<file path="src/rtl/irq_vec_pkg.sv">
// Constants and carrier types for the interrupt gate and vector encoder.
// Assumes a single core clock and synchronous active-low core reset.
package irq_vec_pkg;

  localparam int          MAX_IRQ      = 32;
  localparam logic [5:0]  OPC_CUSTOM   = 6'h32;
  localparam int          OPC_LSB      = 0;
  localparam int          SEL_LSB      = 6;
  localparam int          WRC_POS      = 14;
  localparam int          RDB_POS      = 15;
  localparam int          RDA_POS      = 16;
  localparam int          DST_LSB      = 17;
  localparam int          SRCB_LSB     = 22;
  localparam int          SRCA_LSB     = 27;
  localparam int          VEC_SHIFT    = 3;
  localparam logic [31:0] VEC_NEGATIVE = 32'hffff_ffff;
  localparam logic        GIE_RESET    = 1'b0;
  localparam logic [31:0] EXC_ADDR_DEF = 32'h0000_0020;
  localparam logic [7:0]  SEL_DEF      = 8'h00;
  localparam int          SYNC_STAGES  = 2;

  // Custom instruction issue from the core
  typedef struct packed {
    logic        valid;
    logic [31:0] instr;
  } ci_req_t;

  // Custom instruction answer to the core
  typedef struct packed {
    logic        done;
    logic [4:0]  dest;
    logic [31:0] result;
  } ci_rsp_t;

endpackage : irq_vec_pkg

</file>
<file path="src/rtl/irq_gate_and_vector_encoder.sv">
// Interrupt gate, global enable with save/restore, and vector instruction.
// Assumes the core pulses exc_entry on taking any exception and eret on return.
`timescale 1ns/1ps
module irq_gate_and_vector_encoder
  import irq_vec_pkg::*;
#(
  parameter int          NUM_IRQ  = MAX_IRQ,
  parameter logic [31:0] EXC_ADDR = EXC_ADDR_DEF,
  parameter logic [7:0]  VEC_SEL  = SEL_DEF
) (
  // Clock and reset
  input  wire logic               clk_sys,
  input  wire logic               resetn,
  // Request pins from peripherals
  input  wire logic [NUM_IRQ-1:0] irq_req,
  // Enable mask and global enable control
  input  wire logic               mask_wr,
  input  wire logic [NUM_IRQ-1:0] mask_wr_data,
  input  wire logic               gie_wr,
  input  wire logic               gie_wr_data,
  // Exception sequencing from the core
  input  wire logic               exc_entry,
  input  wire logic               eret,
  // Vector instruction port
  input  wire ci_req_t            ci_req,
  output      ci_rsp_t            ci_rsp,
  // Status towards the core
  output      logic               irq_take,
  output      logic [31:0]        exc_addr,
  output      logic [NUM_IRQ-1:0] irq_pending,
  output      logic [NUM_IRQ-1:0] irq_mask,
  output      logic               global_irq_enable,
  output      logic               saved_irq_enable
);

  logic [NUM_IRQ-1:0] sync1_r;
  logic [NUM_IRQ-1:0] sync2_r;
  logic [NUM_IRQ-1:0] mask_r;
  logic               gie_r;
  logic               gie_nxt;
  logic               saved_r;
  logic               saved_nxt;
  ci_rsp_t            rsp_r;
  ci_rsp_t            rsp_nxt;
  logic [4:0]         win_idx;
  logic               any_pend;
  logic               ci_hit;
  logic [31:0]        vec_val;

  // two-flop input sync
  // Each line is a level, so a plain double flop is enough
  always_ff @(posedge clk_sys) begin
    if (!resetn) begin
      sync1_r <= '0;
      sync2_r <= '0;
    end else begin
      sync1_r <= irq_req;
      sync2_r <= sync1_r;
    end
  end

  always_ff @(posedge clk_sys) begin
    if (!resetn) begin
      mask_r <= '0;
    end else if (mask_wr) begin
      mask_r <= mask_wr_data;
    end
  end

  assign irq_pending = sync2_r & mask_r;
  assign any_pend    = |irq_pending;

  // plain OR, no ordering among sources
  assign irq_take = gie_r & any_pend;

  assign exc_addr = EXC_ADDR;

  // entry saves and clears; software may set it again to nest
  // Entry wins over eret and writes so a nested take never loses its save
  always_comb begin
    gie_nxt   = gie_r;
    saved_nxt = saved_r;
    if (exc_entry) begin
      saved_nxt = gie_r;
      gie_nxt   = 1'b0;
    end else if (eret) begin
      gie_nxt = saved_r;
    end else if (gie_wr) begin
      gie_nxt = gie_wr_data;
    end
  end

  always_ff @(posedge clk_sys) begin
    if (!resetn) begin
      gie_r   <= GIE_RESET;
      saved_r <= GIE_RESET;
    end else begin
      gie_r   <= gie_nxt;
      saved_r <= saved_nxt;
    end
  end

  assign global_irq_enable = gie_r;
  assign saved_irq_enable  = saved_r;
  assign irq_mask          = mask_r;

  assign ci_hit = ci_req.valid
                & (ci_req.instr[OPC_LSB +: 6] == OPC_CUSTOM)
                & (ci_req.instr[SRCA_LSB +: 5] == 5'h00)
                & (ci_req.instr[SRCB_LSB +: 5] == 5'h00)
                & !ci_req.instr[RDA_POS]
                & !ci_req.instr[RDB_POS]
                & ci_req.instr[WRC_POS]
                & (ci_req.instr[SEL_LSB +: 8] == VEC_SEL);

  // lowest index wins, scanned from the top down
  always_comb begin
    win_idx = 5'h00;
    for (int i = NUM_IRQ - 1; i >= 0; i--) begin
      if (irq_pending[i]) begin
        win_idx = 5'(i);
      end
    end
  end

  // negative when idle or saved enable clear
  assign vec_val = (!any_pend || !saved_r) ? VEC_NEGATIVE
                 : {24'h00_0000, win_idx, 3'h0};

  // One-cycle answer, result held in a flop for timing
  always_comb begin
    rsp_nxt        = rsp_r;
    rsp_nxt.done   = ci_hit;
    if (ci_hit) begin
      rsp_nxt.dest   = ci_req.instr[DST_LSB +: 5];
      rsp_nxt.result = vec_val;
    end
  end

  always_ff @(posedge clk_sys) begin
    if (!resetn) begin
      rsp_r <= '0;
    end else begin
      rsp_r <= rsp_nxt;
    end
  end

  assign ci_rsp = rsp_r;

  // Helper: lowest-set check of the returned index
  logic [NUM_IRQ-1:0] pend_q;
  logic [4:0]         res_idx;
  always_ff @(posedge clk_sys) begin
    if (!resetn) begin
      pend_q <= '0;
    end else begin
      pend_q <= irq_pending;
    end
  end
  assign res_idx = rsp_r.result[VEC_SHIFT +: 5];
endmodule : irq_gate_and_vector_encoder

</file>
<file path="config.mk">
export PLATFORM = sky130hd
export DESIGN_NAME = irq_gate_and_vector_encoder
export DESIGN_NICKNAME = d
export VERILOG_FILES = /design/src/rtl/irq_vec_pkg.sv /design/src/rtl/irq_gate_and_vector_encoder.sv
export SDC_FILE = /design/constraint.sdc
export NUM_CORES = 1
export LEC_CHECK = 0
export CAP_MARGIN = 0
export CORE_AREA = 2 2 93 95
export CTS_BUF_LIST = sky130_fd_sc_hd__clkbuf_4
export DETAILED_ROUTE_END_ITERATION = 8
export DIE_AREA = 0 0 95 97
export DONT_BUFFER_PORTS = 1
export HOLD_SLACK_MARGIN = 0.05
export PLACE_DENSITY = 0.68
export RECOVER_POWER = 25
export REMOVE_ABC_BUFFERS = 1
export SLEW_MARGIN = 40
export SYNTH_ARGS = -nofsm -noshare
export SYNTH_HDL_FRONTEND = slang
export SYNTH_SLANG_ARGS = --single-unit
export TNS_END_PERCENT = 50
</file>
<file path="constraint.sdc">
create_clock -name clk_sys -period 1.9 [get_ports clk_sys]
set_input_delay 0.19 -clock clk_sys [delete_from_list [all_inputs] [get_ports clk_sys]]
set_output_delay 0.19 -clock clk_sys [all_outputs]
set_load 0.005 [all_outputs]
</file>
# After elaboration in Yosys (flattened, before gate mapping)
# Cells that the tools add are included.
# totals
ff_bits	136
out_inout_bits	137
elab_cells	65
# classes
mux	35
bitwise	10
eq_ne	1
n_reduce_logical	11
# op_table
op	count
2-to-1 mux 5 bit	32
AND 32 bit	1
2-to-1 mux 32 bit	1
OR reduction 32 bit	1
zero test 5 bit	2
AND 1 bit	8
zero test 8 bit	1
== test 6 bit, second input constant	1
zero test 1 bit	4
2-to-1 mux 1 bit	2
nonzero test 2 bit	1
OR reduction 2 bit	1
logical OR 1 bit	1
inverter 1 bit	1

# Longest topological paths before layout
# Gate-level depths: netlist (run 1).
# logic_depth
depth_word	34
ltp_mapped	7
ltp_nobuf	7

# Worst setup path before layout (run 1)
# OpenSTA, ideal clock, no wires.
# synth_timing
kind	register to output
startpoint	reg mask_r[7], in the netlist irq_mask[7]
endpoint	out irq_take
arrival_time_ns	1.580
stages_incl_launch_ff	6
t_required_ns	1.710
path_slack_ns	0.130
cell_sequence	dfxtp_1 a22oi_2 nand2_1 or4_4 nor4_2 and2b_2
# synth_between
elab_chain_cells	3
# synth_rtl
item	line	text
start: declaration	irq_gate_and_vector_encoder.sv:38	logic [NUM_IRQ-1:0] mask_r;
start signal: assignment	irq_gate_and_vector_encoder.sv:66	mask_r <= mask_wr_data;
AND 32 bit	irq_gate_and_vector_encoder.sv:70	assign irq_pending = sync2_r & mask_r;
OR reduction 32 bit	irq_gate_and_vector_encoder.sv:71	assign any_pend = |irq_pending;
AND 1 bit	irq_gate_and_vector_encoder.sv:74	assign irq_take = gie_r & any_pend;
end: declaration	irq_gate_and_vector_encoder.sv:28	output logic irq_take,
# Every way passes these cells.

# Final worst setup path (run 1)
# Same ends and word-level chain as after synthesis.

==> results.py, run 1 <==
metrics = {
    "outcome": {
        "status": "finished, violations left",
        "violations": "setup timing",
    },
    "clocking": {
        "cts_buffers": 9,
        "clk_path_buf_depth": 2,
        "root_buffer": "clkbuf_4",
        "cts_tree": "done",
        "cts_max_level": 3,
        "clk_latency_ps": 440,
        "clk_pin_slew_ps": 160,
        "cts_sinks": 110,
    },
    "placed_design": {
        "placedCellCount": 548,
        "gp_congestion": 0.815,
        "post-dp-hpwl_um": 7350,
        "port_buffers": 0,
    },
    "worst_setup_path": {
        "cp_top_family": "simple AND/OR/NAND/NOR gates",
        "start_kind": "flop",
        "cp_slowest_cell": "or4_4",
        "arrival_ps": 2040,
        "crit_type": "reg2out",
        "worstPathMaxFanout": 2,
        "cp-end-kind": "output pin",
        "path_cells": "a22oi_2 > nand2_1 > or4_4 > nor4_4 > and2b_2",
        "path_buf_inv": 0,
        "max_stage_delay_ps": 500,
        "critPathRequiredTime_ps": 1710,
    },
    "synthesis": {
        "ys_ff_latch": 110,
        "synth_warnings": 0,
        "syn_inst": 464,
        "yosysSeqAreaShare": 0.484,
        "synth_area_sq_um": 4550,
        "avgSynthCellArea_sq_um": 9.82,
        "synth.distinct_cells": 43,
    },
    "finish": {
        "drive_gt1_frac": 0.106,
        "post-route-util": 0.705,
        "diodes": 0,
        "area_growth_pct": 26.0,
        "stdcell_count": 671,
        "fin_nets": 665,
    },
    "route": {
        "drt-total-wl_um": 11400,
        "drc": 0,
        "postRouteAntennaNets": 0,
        "routedWlPerCell_um": 17.0,
        "drt_first_pass_iters": 4,
        "avgViaCountPerCell": 5.01,
        "first_iter_violations": 123,
        "vias": 3362,
    },
    "floorplan": {
        "die_x_um": 95,
        "die_area_sq_um": 9220,
        "core_area_sq_um": 8130,
        "initial_core_util": 0.560,
        "io-pin-count": 241,
        "die_h_um": 97,
        "row_count": 33,
    },
    "power": {
        "p_clk_frac": 0.282,
        "combPwrFrac": 0.124,
        "p_per_area_nw_per_um2": 726,
        "max-vdd-ir-drop_mv": 0.582,
        "p_seq_frac": 0.594,
        "p_int_uw": 3170,
        "leakage_uw": 0.00251,
        "swShare": 0.240,
        "p_switching_uw": 998,
    },
    "sta": {
        "rsz0062_at_grt": "true",
        "finalCriticalPeriod_ps": 2230,
        "fin_crit_sh": 1.17,
        "worst_slack_ps": -326,
        "finClkSkew_ps": 26.5,
        "finalSetupViolCount": 1,
        "hold_viol": 0,
        "report.final.slew_viol_count": 0,
        "max_freq_mhz": 449,
    },
    "grt": {
        "grt_max_degree": 107,
        "grt_pass1_wl_um": 17400,
        "grt-ovfl-total": 0,
        "grtUsageTotal": 0.245,
        "antenna_found_initial": 0,
        "grt_pass1_vias": 3491,
    },
    "min_path": {
        "hp-class": "in2reg",
    },
    "run": {
        "maxCapViolations": 0,
    },
}
-- metal layers --
layer / track usage / routed length [um] / vias to the layer above
met5: 0 / 0 / -
met4: 0.108 / 328 / 0
met3: 0.0491 / 584 / 23
met2: 0.471 / 6420 / 118
met1: 0.246 / 4090 / 1590
li1: - / - / 1631
-- repair_timing --
action                                  4_1_cts  5_1_grt
pin swaps                                     2        0
endpoints found under the setup margin        5        4
endpoints found under the hold margin       110        0
hold buffers                                107        0
resized for setup                             5        3
buffers inserted                              0        0
-- power by group through the flow --
stage	clock, uW	sequential [uW]	combinational (uW)
3_3_place_gp	0	2520	266
6_report	1170	2470	517
4_1_cts	1200	2470	504
3_5_place_dp	0	2520	271
5_1_grt	1290	2490	564
2_1_floorplan	0	2510	200
-- sequential cells by signal, summed over array words and instances, names as in the netlist --
| name | count |
|---|---|
| sync1_r | 32 |
| saved_irq_enable | 1 |
| ci_rsp | 12 |
| sync2_r | 32 |
| global_irq_enable | 1 |
| irq_mask | 32 |
-- worst paths after layout --
check	end	cells after the start	slack, ps	startpoint
worst max-delay path	irq_take	5	-330	irq_mask[7]
worst max register to register	ci_rsp[3]	6	120	irq_mask[7]
worst min-delay path	irq_mask[8]	2	130	resetn
worst min register to register	sync2_r[19]	1	430	sync1_r[19]
-- cells by family after synthesis --
group           Yosys count  synth area share
compound gates           46            0.0739
buf+inv                  89             0.122
flops                   110             0.484
mux                      39            0.0857
other cells               2           0.00165
simple gates            178             0.233
-- stage by stage --
step	hold slack (ps)	setup TNS, ps	worst slack, ps	instance area (sq um)	total power [uW]
6_report	133	-326	-326	5740	4170
5_1_grt	126	-453	-453	5740	4340
4_1_cts	118	-378	-378	5730	4180
3_5_place_dp	270	-339	-84.7	4480	2790
3_3_place_gp	268	-120	-32.3	4480	2780
2_1_floorplan	266	0	43.2	4160	2710
-- cell usage after synthesis, drive strengths merged --
cell	n	share of area
o21ai	6	0.0066
nand4	2	0.0027
mux2i	39	0.086
a311oi	1	0.0019
nand2	23	0.019
a22o	3	0.0058
o2111ai	2	0.0038
and2b	1	0.0019
dfxtp	110	0.48
nor3	3	0.0044
o31a	1	0.0019
a21oi	10	0.011
or4	1	0.0025
nor3b	1	0.0016
clkbuf	13	0.011
conb	2	0.0016
a41o	1	0.0025
inv	14	0.012
and2	85	0.12
o211ai	1	0.0016
a31oi	2	0.0027
nor2	9	0.0074
a211oi	2	0.0033
o21a	1	0.0016
o211a	1	0.0022
o31ai	1	0.0016
nand3b	1	0.0025
a2111oi	1	0.0019
nor4	4	0.0069
and3	1	0.0016
a31o	1	0.0019
nor4b	3	0.0058
buf	62	0.10
nand3	3	0.0033
o221a	3	0.0074
or2b	1	0.0016
nor2b	40	0.055
a22oi	9	0.016
-- layout by cell type, fill, tap and decap left out, types with 10 or more instances in the layout --
cell,Yosys,routed
dfxtp_1,110,107
dlygate4sd3_1,0,106
and2_1,84,62
nor2b_1,40,40
mux2i_1,39,39
conb_1,2,32
buf_4,59,24
nand2_1,23,23
and2_0,0,21
inv_1,14,14
a21oi_1,10,10
clkbuf_4,0,10
-- final cells by class --
| type | count | area, sq um |
|---|---|---|
| fillers | 602 | 2400 |
| flip-flops and latches | 110 | 2210 |
| multi-input cells | 295 | 1930 |
| repair buffers | 131 | 1270 |
| well taps | 105 | 131 |
| clock buffers | 10 | 75.1 |
| clock inverters | 6 | 68.8 |
| inverters | 14 | 52.6 |
(Power assumes the default switching activity.)
==> run 2: changes to the inputs <==
--- a/config.mk
+++ b/config.mk
@@ -6,13 +6,13 @@
 export NUM_CORES = 1
 export LEC_CHECK = 0
 export CAP_MARGIN = 0
-export CORE_AREA = 2 2 93 95
+export CORE_AREA = 2 2 110 112
 export CTS_BUF_LIST = sky130_fd_sc_hd__clkbuf_4
 export DETAILED_ROUTE_END_ITERATION = 8
-export DIE_AREA = 0 0 95 97
+export DIE_AREA = 0 0 112 114
 export DONT_BUFFER_PORTS = 1
 export HOLD_SLACK_MARGIN = 0.05
-export PLACE_DENSITY = 0.68
+export PLACE_DENSITY = 0.51
 export RECOVER_POWER = 25
 export REMOVE_ABC_BUFFERS = 1
 export SLEW_MARGIN = 40
==> run 2 against run 1 <==
  * Global-route usage is 6.9 points lower
  * First-iteration DRC count down 58%
  * Register-to-register slack improved by 40 ps
  * Sequential share of layout area decreased by 0.33 points
  * Clock power is 6% lower
  * Non-clock buffer count down 5
  * Final cell count grew 5.5%
  * Highest routed layer unchanged
  * Combinational power decreased by 2%
  * Sequential power barely moved
  * Via count decreased by 1.1%
  * The run still ends with setup timing left
  * Flip-flop and latch count unchanged
==> results.py, run 2 (synthesized netlist as in run 1, its figures left out) <==
metrics = {
    "outcome": {
        "status": "finished, violations left",
        "violations": "setup timing",
    },
    "sta": {
        "finalSetupViolCount": 1,
        "max_freq_mhz": 454,
        "report.final.slew_viol_count": 0,
        "finClkSkew_ps": 19.5,
        "finalCriticalPeriod_ps": 2200,
        "hold_viol": 0,
        "hold_ws_ps": 116,
        "fin_crit_sh": 1.16,
        "rsz0062_at_grt": "true",
        "worst_slack_ps": -303,
    },
    "route": {
        "routedWlPerCell_um": 16.1,
        "vias": 3324,
        "drt-total-wl_um": 11400,
        "drt_first_pass_iters": 4,
        "drc": 0,
        "first_iter_violations": 52,
        "avgViaCountPerCell": 4.69,
        "postRouteAntennaNets": 0,
    },
    "floorplan": {
        "row_count": 40,
        "die_area_sq_um": 12800,
        "core_area_sq_um": 11700,
        "initial_core_util": 0.389,
        "die_x_um": 112,
        "io-pin-count": 241,
        "die_h_um": 114,
    },
    "placed_design": {
        "postPlaceCellArea_sq_um": 4500,
        "gp_congestion": 0.748,
        "port_buffers": 0,
        "placedCellCount": 585,
        "post-dp-hpwl_um": 7690,
    },
    "worst_setup_path": {
        "worstPathMaxFanout": 2,
        "start_kind": "flop",
        "cp-end-kind": "output pin",
        "arrival_ps": 2010,
        "crit_type": "reg2out",
        "critPathRequiredTime_ps": 1710,
    },
    "grt": {
        "grt_pass1_wl_um": 17300,
        "grt_max_degree": 107,
        "grtUsageTotal": 0.176,
        "grt_pass1_vias": 3364,
        "grt-ovfl-total": 0,
        "antenna_found_initial": 0,
    },
    "clocking": {
        "cts_buffers": 9,
        "cts_sinks": 110,
        "cts_max_level": 3,
        "clk_pin_slew_ps": 160,
        "clk_path_buf_depth": 2,
        "clk_latency_ps": 460,
        "root_buffer": "clkbuf_4",
        "cts_tree": "done",
    },
    "finish": {
        "fin_nets": 660,
        "post-route-cell-area_sq_um": 5790,
        "stdcell_count": 708,
        "multiInputGateArea_sq_um": 1970,
        "area_growth_pct": 27.1,
        "drive_gt1_frac": 0.107,
        "mostFrequentLayoutCells": "dfxtp_1 (107), dlygate4sd3_1 (106), and2_1 (62)",
        "layout_commonest_cell": "dfxtp_1",
        "seq_area_sq_um": 2210,
        "n_fill_cell": 1092,
        "diodes": 0,
    },
    "power": {
        "max-vdd-ir-drop_mv": 0.449,
        "power.total_uw": 4090,
        "p_per_area_nw_per_um2": 707,
        "leakage_uw": 0.00248,
    },
    "run": {
        "maxCapViolations": 0,
    },
    "min_path": {
        "hp-class": "in2reg",
    },
}
-- run 2: changes by cell type in the layout (fill, tap and decap cells not counted), moves of 2 or more --
cell,delta
a22oi_1,-5
a22oi_2,+5
buf_4,-6
clkinv_1,+3
clkinv_4,-2
inv_6,-2
-- run 2: through the flow --
stage,TNS [ps],worst slack [ps],utilization
2_1_floorplan,0,43.2,-
4_1_cts,-346,-346,0.491
3_3_place_gp,0,74.5,0.385
3_5_place_dp,0,43.9,0.385
6_report,-303,-303,0.494
5_1_grt,-417,-417,0.494
-- run 2: critical path: stages, from the launching register on --
cell	delay, ps
dfxtp_2	360
a22oi_2	200
nand2_1	70
or4_4	510
nor4_4	150
and2b_2	270
-- run 2: final timing paths --
path / depth (start not counted) / from / slack (ps) / end
max: 5 / sync2_r[3] / -300 / irq_take
min: 2 / resetn / 120 / ci_rsp[30]
min reg2reg: 1 / sync1_r[13] / 440 / sync2_r[13]
max reg2reg: 6 / irq_mask[20] / 160 / ci_rsp[3]
-- run 2: routing by layer --
| metal | track usage | wire length [um] | vias up |
|---|---|---|---|
| met5 | 0 | 0 | - |
| met3 | 0.0515 | 740 | 23 |
| met1 | 0.187 | 4300 | 1536 |
| met2 | 0.321 | 6020 | 137 |
| li1 | - | - | 1628 |
| met4 | 0.0870 | 332 | 0 |
-- run 2: what timing repair did --
item / CTS / global route
hold buffers: 107 / 0
buffers inserted: 0 / 0
cloned: 0 / 0
resized for setup: 10 / 7
pin swaps: 3 / 1
setup endpoints to repair: 1 / 3
endpoints found under the hold margin: 110 / 0
-- run 2: area by class of cell --
class	count	area share
Sequential cell	110	0.381
Timing Repair Buffer	126	0.215
Tap cell	147	0.0318
Inverter	14	0.00908
Clock buffer	10	0.0130
Multi-Input combinational cell	295	0.341
Clock inverter	6	0.00908
-- run 2: power by group --
part	leakage [uW]	internal, uW	total [uW]	switching, uW
sequential	0.000908	2410	2480	68.1
clock	0.0000666	400	1100	704
combinational	0.00151	323	508	184
total	0.00248	3140	4090	957
